<file path="config.mk">
export PLATFORM = sky130hd
export DESIGN_NAME = analog_input_conditioner
export DESIGN_NICKNAME = d
export VERILOG_FILES = /design/src/hdl/aic_pkg.sv /design/src/hdl/ramp_step.sv /design/src/hdl/analog_input_conditioner.sv
export VERILOG_INCLUDE_DIRS = /design/src /design/src/hdl
export SDC_FILE = /design/constraint.sdc
export NUM_CORES = 2
export LEC_CHECK = 0
export BUFFER_PORTS_ARGS = -buffer_cell sky130_fd_sc_hd__buf_2
export CAP_MARGIN = 10
export CELL_PAD_IN_SITES_DETAIL_PLACEMENT = 0
export CELL_PAD_IN_SITES_GLOBAL_PLACEMENT = 2
export CORE_MARGIN = 2
export CORE_UTILIZATION = 35
export DETAILED_ROUTE_END_ITERATION = 10
export PLACE_DENSITY = 0.89
export SETUP_SLACK_MARGIN = 0.1
export SLEW_MARGIN = 30
export SYNTH_ARGS = -nofsm -noshare
export SYNTH_HDL_FRONTEND = slang
export SYNTH_SLANG_ARGS = --single-unit
</file>
<file path="constraint.sdc">
create_clock -name SYS_CLK -period 63.7 [get_ports SYS_CLK]
set_input_delay 9.555 -clock SYS_CLK [delete_from_list [all_inputs] [get_ports SYS_CLK]]
set_output_delay 9.555 -clock SYS_CLK [all_outputs]
set_load 0.02 [all_outputs]
</file>
<file path="src/hdl/aic_defs.svh">
`ifndef AIC_DEFS_SVH
`define AIC_DEFS_SVH
// voltages are codes of 10 mV, 0..500 for 0..5.00 V
`define AIC_CLK_PERIOD_NS 10
`define AIC_SAMPLE_PERIOD_MS 10
`define AIC_SAMPLE_CYCLES (`AIC_SAMPLE_PERIOD_MS * 1000000 / `AIC_CLK_PERIOD_NS)
`define AIC_PCT_W 10
`define AIC_VOLT_W 10
`define AIC_TIME_W 13
`define AIC_PCT_FULL 10'h3ff
`define AIC_PCT_ZERO 10'h000
`define AIC_RST_FLAG 1'b0
`endif

</file>
<file path="src/hdl/aic_pkg.sv">
`include "aic_defs.svh"
package aic_pkg;
  typedef logic [`AIC_PCT_W-1:0] pct_t;
  typedef logic [`AIC_VOLT_W-1:0] volt_t;
  // ramp time in 10 ms sample periods, 0..6500 for 0..65.00 s
  typedef logic [`AIC_TIME_W-1:0] rtime_t;
  typedef enum logic [1:0] {
    PH_WAIT = 2'b00,
    PH_CAPTURE = 2'b01,
    PH_COMPUTE = 2'b10,
    PH_RAMP = 2'b11
  } phase_e;
endpackage : aic_pkg

</file>
<file path="src/hdl/ramp_step.sv">
`include "aic_defs.svh"
module ramp_step
  import aic_pkg::*;
(
  input wire logic clk,
  input wire logic rst_b,
  input wire logic step,
  input wire logic enable,
  input wire pct_t target,
  input wire rtime_t t_up,
  input wire rtime_t t_dn,
  output pct_t level
);
  pct_t level_q;
  pct_t rate_up;
  pct_t rate_dn;

  // full scale over t samples, rounded up so a ramp never overruns its time
  function automatic pct_t rate(input rtime_t t);
    logic [`AIC_TIME_W:0] q;
    q = (({4'h0, `AIC_PCT_FULL}) + {1'b0, t} - 14'h0001) / {1'b0, t};
    return q[`AIC_PCT_W-1:0];
  endfunction : rate

  assign rate_up = (t_up == '0) ? `AIC_PCT_FULL : rate(t_up);
  assign rate_dn = (t_dn == '0) ? `AIC_PCT_FULL : rate(t_dn);

  always_ff @(posedge clk) begin
    if (!rst_b) begin
      level_q <= `AIC_PCT_ZERO;
    end else if (step) begin
      if (!enable) begin
        level_q <= target;
      end else if (target > level_q) begin
        level_q <= (target - level_q <= rate_up) ? target : level_q + rate_up;
      end else begin
        level_q <= (level_q - target <= rate_dn) ? target : level_q - rate_dn;
      end
    end
  end
  assign level = level_q;
endmodule : ramp_step

</file>
<file path="src/hdl/analog_input_conditioner.sv">
// Contract
// - sample input every 10 ms, recompute
// - zero percent inside center plus/minus deadband
// - ramps damp reported value toward raw
// - ramp duration scales with step size
// - ramp-down time covers full fall
// - ramp-up time covers full rise
// - center mode lower side own ramps
// - center mode upper side own ramps
// - calibration min/max map to 0/100%
// - input-low flag below minimum limit
// - input-high flag above maximum limit
// - input flags stick until application clears
// - reference-low flag below reference minimum
// - reference-high flag above reference maximum
// - inversion gives 100% at min
// - no center mode: proportional min to max
// - center mode: 0% center, 100% ends
// - center mode separate lower/upper outputs
// - auto limits halfway reference to calibration
// - ramps only when enabled
// - percent as ten-bit code 0..1023
`include "aic_defs.svh"
module analog_input_conditioner
  import aic_pkg::*;
#(
  parameter int SAMPLE_CYCLES = `AIC_SAMPLE_CYCLES
) (
  input wire logic SYS_CLK,
  input wire logic RST_B,
  input wire volt_t IN_VOLT,
  input wire volt_t REF_VOLT,
  input wire volt_t CAL_MIN,
  input wire volt_t CAL_CENTER,
  input wire volt_t CAL_MAX,
  input wire volt_t DEADBAND,
  input wire volt_t LIMIT_MIN,
  input wire volt_t LIMIT_MAX,
  input wire volt_t REF_LIMIT_MIN,
  input wire volt_t REF_LIMIT_MAX,
  input wire logic AUTO_LIMITS,
  input wire logic CENTER_EN,
  input wire logic INVERT_EN,
  input wire logic RAMP_EN,
  input wire rtime_t RAMP_LOWER_DOWN,
  input wire rtime_t RAMP_LOWER_UP,
  input wire rtime_t RAMP_UPPER_DOWN,
  input wire rtime_t RAMP_UPPER_UP,
  input wire logic CLEAR_INPUT_LOW,
  input wire logic CLEAR_INPUT_HIGH,
  input wire logic CLEAR_REF_LOW,
  input wire logic CLEAR_REF_HIGH,
  output pct_t VALUE,
  output pct_t LOWER_VALUE,
  output pct_t UPPER_VALUE,
  output logic VALUE_VALID,
  output logic INPUT_LOW_FAULT_FLAG,
  output logic INPUT_HIGH_FAULT_FLAG,
  output logic REFERENCE_LOW_FAULT_FLAG,
  output logic REFERENCE_HIGH_FAULT_FLAG
);
  localparam int CNT_W = $clog2(SAMPLE_CYCLES);

  logic [CNT_W-1:0] tick_cnt_q;
  logic tick;
  phase_e phase_q;
  volt_t samp_q;
  volt_t ref_q;
  pct_t raw_lo_q;
  pct_t raw_hi_q;
  logic center_q;
  pct_t lvl [2];
  pct_t value_q;
  pct_t lower_q;
  pct_t upper_q;
  logic valid_q;
  logic in_low_q;
  logic in_high_q;
  logic ref_low_q;
  logic ref_high_q;

  // 11-bit math keeps center plus deadband from overflowing; center minus deadband clamps at zero
  logic [10:0] c_minus;
  logic [10:0] c_plus;
  logic in_db;
  volt_t lim_min;
  volt_t lim_max;
  pct_t prop;
  pct_t lower_raw;
  pct_t upper_raw;

  function automatic pct_t scale(input logic [10:0] num, input logic [10:0] den);
    logic [20:0] p;
    p = {10'h000, num} * 21'd1023;
    if (den == 11'h000 || num >= den) begin
      return `AIC_PCT_FULL;
    end
    p = p / {10'h000, den};
    return p[`AIC_PCT_W-1:0];
  endfunction : scale

  // sample tick; the period is a parameter so a bench can shorten it
  assign tick = (tick_cnt_q == CNT_W'(SAMPLE_CYCLES - 1));
  always_ff @(posedge SYS_CLK) begin
    if (!RST_B) begin
      tick_cnt_q <= '0;
    end else if (tick) begin
      tick_cnt_q <= '0;
    end else begin
      tick_cnt_q <= tick_cnt_q + 1'b1;
    end
  end

  always_ff @(posedge SYS_CLK) begin
    if (!RST_B) begin
      phase_q <= PH_WAIT;
    end else begin
      unique case (phase_q)
        PH_WAIT: if (tick) phase_q <= PH_CAPTURE;
        PH_CAPTURE: phase_q <= PH_COMPUTE;
        PH_COMPUTE: phase_q <= PH_RAMP;
        PH_RAMP: phase_q <= PH_WAIT;
      endcase
    end
  end

  always_ff @(posedge SYS_CLK) begin
    if (!RST_B) begin
      samp_q <= '0;
      ref_q <= '0;
    end else if (tick) begin
      samp_q <= IN_VOLT;
      ref_q <= REF_VOLT;
    end
  end

  assign c_minus = (CAL_CENTER > DEADBAND) ? {1'b0, CAL_CENTER - DEADBAND} : 11'h000;
  assign c_plus = {1'b0, CAL_CENTER} + {1'b0, DEADBAND};
  assign in_db = ({1'b0, samp_q} >= c_minus) && ({1'b0, samp_q} <= c_plus);

  // auto limits: min halfway to ground, max halfway to the reference
  always_comb begin
    lim_min = LIMIT_MIN;
    lim_max = LIMIT_MAX;
    if (AUTO_LIMITS) begin
      lim_min = CAL_MIN >> 1;
      lim_max = (ref_q > CAL_MAX) ? CAL_MAX + ((ref_q - CAL_MAX) >> 1) : CAL_MAX;
    end
  end

  assign prop = (samp_q <= CAL_MIN) ? `AIC_PCT_ZERO :
                scale({1'b0, samp_q - CAL_MIN}, {1'b0, CAL_MAX - CAL_MIN});
  assign lower_raw = ({1'b0, samp_q} >= c_minus) ? `AIC_PCT_ZERO :
                     scale(c_minus - {1'b0, samp_q}, c_minus - {1'b0, CAL_MIN});
  assign upper_raw = ({1'b0, samp_q} <= c_plus) ? `AIC_PCT_ZERO :
                     scale({1'b0, samp_q} - c_plus, {1'b0, CAL_MAX} - c_plus);

  // inversion is applied before the deadband, so center stays at zero
  always_ff @(posedge SYS_CLK) begin
    if (!RST_B) begin
      raw_lo_q <= `AIC_PCT_ZERO;
      raw_hi_q <= `AIC_PCT_ZERO;
      center_q <= 1'b0;
    end else if (phase_q == PH_COMPUTE) begin
      center_q <= CENTER_EN;
      if (CENTER_EN) begin
        raw_lo_q <= INVERT_EN ? `AIC_PCT_FULL - lower_raw : lower_raw;
        raw_hi_q <= INVERT_EN ? `AIC_PCT_FULL - upper_raw : upper_raw;
      end else begin
        raw_lo_q <= INVERT_EN ? `AIC_PCT_FULL - prop : prop;
        raw_hi_q <= `AIC_PCT_ZERO;
      end
      if (in_db) begin
        raw_lo_q <= `AIC_PCT_ZERO;
        raw_hi_q <= `AIC_PCT_ZERO;
      end
    end
  end

  // channel 0: main value or lower side; channel 1: upper side
  for (genvar g = 0; g < 2; g++) begin : g_ramp
    ramp_step u_ramp (
      .clk(SYS_CLK),
      .rst_b(RST_B),
      .step(phase_q == PH_RAMP),
      .enable(RAMP_EN),
      .target(g == 0 ? raw_lo_q : raw_hi_q),
      .t_up(g == 0 ? RAMP_LOWER_UP : RAMP_UPPER_UP),
      .t_dn(g == 0 ? RAMP_LOWER_DOWN : RAMP_UPPER_DOWN),
      .level(lvl[g])
    );
  end

  // one extra cycle after the ramp so all three outputs change together
  always_ff @(posedge SYS_CLK) begin
    if (!RST_B) begin
      value_q <= `AIC_PCT_ZERO;
      lower_q <= `AIC_PCT_ZERO;
      upper_q <= `AIC_PCT_ZERO;
      valid_q <= 1'b0;
    end else begin
      valid_q <= (phase_q == PH_RAMP);
      if (valid_q) begin
        lower_q <= center_q ? lvl[0] : `AIC_PCT_ZERO;
        upper_q <= center_q ? lvl[1] : `AIC_PCT_ZERO;
        value_q <= (center_q && lvl[1] != `AIC_PCT_ZERO) ? lvl[1] : lvl[0];
      end
    end
  end

  // set wins over a clear arriving in the same cycle
  always_ff @(posedge SYS_CLK) begin
    if (!RST_B) begin
      in_low_q <= `AIC_RST_FLAG;
      in_high_q <= `AIC_RST_FLAG;
      ref_low_q <= `AIC_RST_FLAG;
      ref_high_q <= `AIC_RST_FLAG;
    end else begin
      if (phase_q == PH_COMPUTE && samp_q < lim_min) begin
        in_low_q <= 1'b1;
      end else if (CLEAR_INPUT_LOW) begin
        in_low_q <= 1'b0;
      end
      if (phase_q == PH_COMPUTE && samp_q > lim_max) begin
        in_high_q <= 1'b1;
      end else if (CLEAR_INPUT_HIGH) begin
        in_high_q <= 1'b0;
      end
      if (phase_q == PH_COMPUTE && ref_q < REF_LIMIT_MIN) begin
        ref_low_q <= 1'b1;
      end else if (CLEAR_REF_LOW) begin
        ref_low_q <= 1'b0;
      end
      if (phase_q == PH_COMPUTE && ref_q > REF_LIMIT_MAX) begin
        ref_high_q <= 1'b1;
      end else if (CLEAR_REF_HIGH) begin
        ref_high_q <= 1'b0;
      end
    end
  end

  assign VALUE = value_q;
  assign LOWER_VALUE = lower_q;
  assign UPPER_VALUE = upper_q;
  assign VALUE_VALID = valid_q;
  assign INPUT_LOW_FAULT_FLAG = in_low_q;
  assign INPUT_HIGH_FAULT_FLAG = in_high_q;
  assign REFERENCE_LOW_FAULT_FLAG = ref_low_q;
  assign REFERENCE_HIGH_FAULT_FLAG = ref_high_q;
endmodule : analog_input_conditioner

</file>
==> PnR_summary.wiki <==
{| class="wikitable"
! Metric !! Value
|-
| Final clock skew || approximately 0.031 ns
|-
| Final Setup Violations || 0
|-
| Final weighted congestion of routability-driven global placement || 0.9208
|-
| Maximum number of pins on one net before global-route repair || 56
|-
| Worst-margin pin slew || 1.026 ns
|-
| Largest fanout on the critical path || 21
|-
| Average wire per standard cell || roughly 19 um
|-
| Total routing usage reported by global routing || 23.27%
|-
| Vias in the first global route || 75180
|-
| Leading post-synthesis cells by cell area || sky130_fd_sc_hd__ha_1 (24%), sky130_fd_sc_hd__xnor2_1 (5.5%), sky130_fd_sc_hd__a21oi_1 (5.1%)
|-
| Starting DRT DRC Count || 5034
|-
| Share of cells above drive strength 1 || 15.76%
|-
| # port buffers || around 200
|-
| I/O pin count || between 150 and 200
|-
| Initial Util || between 30% and 40%
|-
| Total clock sinks || roughly 120
|-
| Proportion of synthesized flip-flops having asynchronous set or reset || 0%
|-
| Outcome || finished clean
|-
| H-tree depth || 4
|-
| Hold Path Class || reg2reg
|-
| Die Y-Extent || 464.0 um
|-
| Count of nets left with antenna violations after detail routing || 0
|-
| Worst-path cell with the longest stage delay || sky130_fd_sc_hd__fa_1
|-
| Net count reported at finish || around 13000
|-
| Unrepaired setup endpoints after global routing || yes
|-
| Crit path top cell by count || sky130_fd_sc_hd__o21a_1
|-
| Layout area overhead || 15.70%
|-
| Post-detailed-route via-to-cell ratio || 5.678
|-
| Fraction of the yosys area taken by sequential cells || ~3.2%
|-
| Global route overflow || 0
|-
| Stage delay of the slowest cell on the critical path || between 0.5 and 0.6 ns
|-
| Number of rows created at floorplan || 168
|-
| Final clock period utilization by the worst path || 96.75%
|-
| Vias after detailed routing || roughly 78000
|-
| Fmax achieved || between 0.015 and 0.02 GHz
|-
| Synthesized netlist net count || 11890
|-
| Tmin final || 61.63 ns
|-
| Total CTS buffers || 17
|-
| Source of the worst hold timing path || UPPER_VALUE[5]
|-
| Overall die area || roughly 0.22 mm2
|-
| Count of flip-flops with a built-in enable after synthesis || 0
|-
| Area inside the core boundary || 0.2100 mm2
|-
| Syn. warnings || 0
|-
| Number of antenna violations at the first check in global routing || 10
|-
| Start point of the critical path || CAL_CENTER[0]
|-
| Synth unique cells || around 130
|-
| Final-report max-slew violation count || 0
|-
| Critical Path Start Type || input pin
|-
| Biggest area consumer among synthesized cells || sky130_fd_sc_hd__ha_1
|-
| TritonCTS clock tree || done
|-
| Max-cap viol count || 0
|-
| Post-synthesis sequential element count || between 100 and 150
|-
| Post-synth design cell area || 0.07405 mm2
|-
| Number of design rule violations left after detail routing || 0
|-
| Maximum buffer depth of the clock tree || 2
|-
| Critical path endpoint category || flop
|-
| Clock root buffer || sky130_fd_sc_hd__clkbuf_16
|-
| Synth Area per Inst || around 7.3 um2
|-
| CP top delay family || compound AO/OA/AOI/OAI gates
|-
| Clock insertion delay at the later pin of the skew report || 0.48 ns
|-
| Post-route worst hold slack || 0.4687 ns
|-
| Final hold viol count || 0
|-
| Synthesized netlist cell count || 10160
|-
| Worst reg2reg startpoint || samp_q[0]
|-
| Die Width || 464.0 um
|-
| Number of detailed-routing iterations run before antenna repair || 6
|-
| Area share of the largest cell type after synthesis || 23.69%
|-
| HPWL Detailed || ~220 mm
|-
| CP required || 64.09 ns
|-
| Clock-pin slew of the registers on the worst-case setup and hold paths || 0.09 ns
|-
| Arrival time worst endpoint || between 60 and 70 ns
|-
| Worst max-slew margin expressed relative to the limit || 31.06%
|-
| Total Routed Length || 262.9 mm
|-
| Flip-flop cell with the highest count after synthesis || sky130_fd_sc_hd__dfxtp_1
|-
| Sum of buffers and inverters on the critical path || 17
|-
| Quantity of hold-fixing buffers added after cts || 0
|-
| First-pass GRT wire length || 410.3 mm
|-
| CP Class || in2reg
|}
final timing paths:
path	slack (ns)	to	cells past startpoint
setup / recovery	2.07	raw_lo_q[0]	290
hold / removal	0.47	UPPER_VALUE[5]	2
setup reg to reg	10.89	raw_lo_q[0]	274
hold reg to reg	0.47	UPPER_VALUE[5]	2
cell usage in the layout, fill, tap and decap left out, types with 72 or more instances in the layout:
master and instances:
sky130_fd_sc_hd__ha_1 1387, sky130_fd_sc_hd__nor2_1 895, sky130_fd_sc_hd__buf_4 721, sky130_fd_sc_hd__inv_1 707, sky130_fd_sc_hd__a21oi_1 703, sky130_fd_sc_hd__nand2_1 691, sky130_fd_sc_hd__o21ai_0 486, sky130_fd_sc_hd__xnor2_1 461
sky130_fd_sc_hd__nor3_1 459, sky130_fd_sc_hd__o21a_1 422, sky130_fd_sc_hd__a21o_1 351, sky130_fd_sc_hd__mux2_2 229, sky130_fd_sc_hd__xor2_1 217, sky130_fd_sc_hd__nand2b_1 216, sky130_fd_sc_hd__buf_2 198, sky130_fd_sc_hd__nand3_1 192
sky130_fd_sc_hd__o31ai_1 185, sky130_fd_sc_hd__nor2b_1 174, sky130_fd_sc_hd__fa_1 161, sky130_fd_sc_hd__dfxtp_1 117, sky130_fd_sc_hd__nand4_1 116, sky130_fd_sc_hd__mux2i_1 111, sky130_fd_sc_hd__o211ai_1 91, sky130_fd_sc_hd__and2_1 85
sky130_fd_sc_hd__o21bai_1 83, sky130_fd_sc_hd__or2_2 81, sky130_fd_sc_hd__a31oi_1 75, sky130_fd_sc_hd__or3_1 75, sky130_fd_sc_hd__a211oi_1 72
logic make-up (layout without fill, tap and decap cells):
family	count (synthesis)	count (layout)	share of synthesized area [%]
AOI/OAI and AO/OA	3137	3137	28.17
xor gates and xnor gates	695	695	8.239
adders and majority gates	1570	1570	28.19
buffers and inverters	942	1678	4.844
DFF	118	118	3.190
muxes	352	352	5.184
other	1	8	0.005064
and+or+nand+nor	3349	3350	22.17
state kept, by name (all words and copies together), names as in the netlist, 2 cells and up:
signal	flops
LOWER_VALUE	10
UPPER_VALUE	10
VALUE	10
g_ramp.u_ramp.level	20
phase_q	2
raw_hi_q	10
raw_lo_q	10
ref_q	10
samp_q	10
tick_cnt_q	20
cells in the mapped netlist, types with 76 or more instances:
library cell               instances
sky130_fd_sc_hd__xnor2_1         469
sky130_fd_sc_hd__o211ai_1         91
sky130_fd_sc_hd__a21o_1          353
sky130_fd_sc_hd__dfxtp_1         118
sky130_fd_sc_hd__mux2i_1         114
sky130_fd_sc_hd__o31ai_1         192
sky130_fd_sc_hd__fa_1            165
sky130_fd_sc_hd__o21ai_0         540
sky130_fd_sc_hd__nand4_1         116
sky130_fd_sc_hd__a21oi_1         758
sky130_fd_sc_hd__nand3_1         198
sky130_fd_sc_hd__nor2_1          934
sky130_fd_sc_hd__and2_1           88
sky130_fd_sc_hd__o21a_1          425
sky130_fd_sc_hd__inv_1           714
sky130_fd_sc_hd__xor2_1          225
sky130_fd_sc_hd__nand2b_1        216
sky130_fd_sc_hd__nor2b_1         179
sky130_fd_sc_hd__or2_2            84
sky130_fd_sc_hd__mux2_2          235
sky130_fd_sc_hd__ha_1           1402
sky130_fd_sc_hd__nand2_1         706
sky130_fd_sc_hd__a211oi_1         85
sky130_fd_sc_hd__o21bai_1         85
sky130_fd_sc_hd__clkbuf_1        187
sky130_fd_sc_hd__and3_1           76
sky130_fd_sc_hd__or3_1            82
sky130_fd_sc_hd__nor3_1          470
sky130_fd_sc_hd__a31oi_1          84
per-layer routing:
layer / track usage, % / up-vias / routed length (um)
met5: 0 / - / 46
met4: 8.622 / 6 / 10510
met3: 1.275 / 359 / 8567
met2: 40.56 / 1600 / 125000
met1: 30.07 / 37090 / 118800
li1: - / 38810 / -
final cells by class:
class,count,area [um2]
fill,21730,124300
multi-input combinational,9105,70010
timing repair buffer,926,6491
tap,2805,3510
inverter,721,2711
sequential,118,2364
clock buffer,18,429.2
clock inverter,13,147.6
antenna,7,17.52
per-stage QoR:
stage                     utilization [%]  setup WS (ns)  TNS (ns)  area (um2)  cells
after floorplan                         -        0.07269         0       74330  10160
after global placement              39.40        -0.1480   -0.2484       82740  13570
after detailed placement            39.42         -1.183    -1.613       82780  13570
after CTS                           39.77         0.1259         0       83510  13610
after global routing                40.80         -1.122    -1.385       85670  13710
final                               40.80          2.070         0       85680  13710
worst reg2reg max path, delay by kind of cell, from the launching register on:
family	cells	cell delay, ns
and+or+nand+nor	64	10.90
xor gates and xnor gates	1	0.22
muxes	5	1.61
adders and majority gates	28	9.40
AOI/OAI and AO/OA	151	26.83
buffers and inverters	25	3.49
DFF	1	0.30
repair_timing:
| item | in CTS | in global routing |
|---|---|---|
| endpoints found under the setup margin | 2 | 4 |
| pin swaps | 4 | 161 |
| gates cloned | 0 | 3 |
| gates resized for setup | 31 | 352 |
| setup buffers | 4 | 95 |
Power is left out: the tool's default activity adds up to more than one toggle a clock period on the data nets, which glitch-free logic cannot reach.
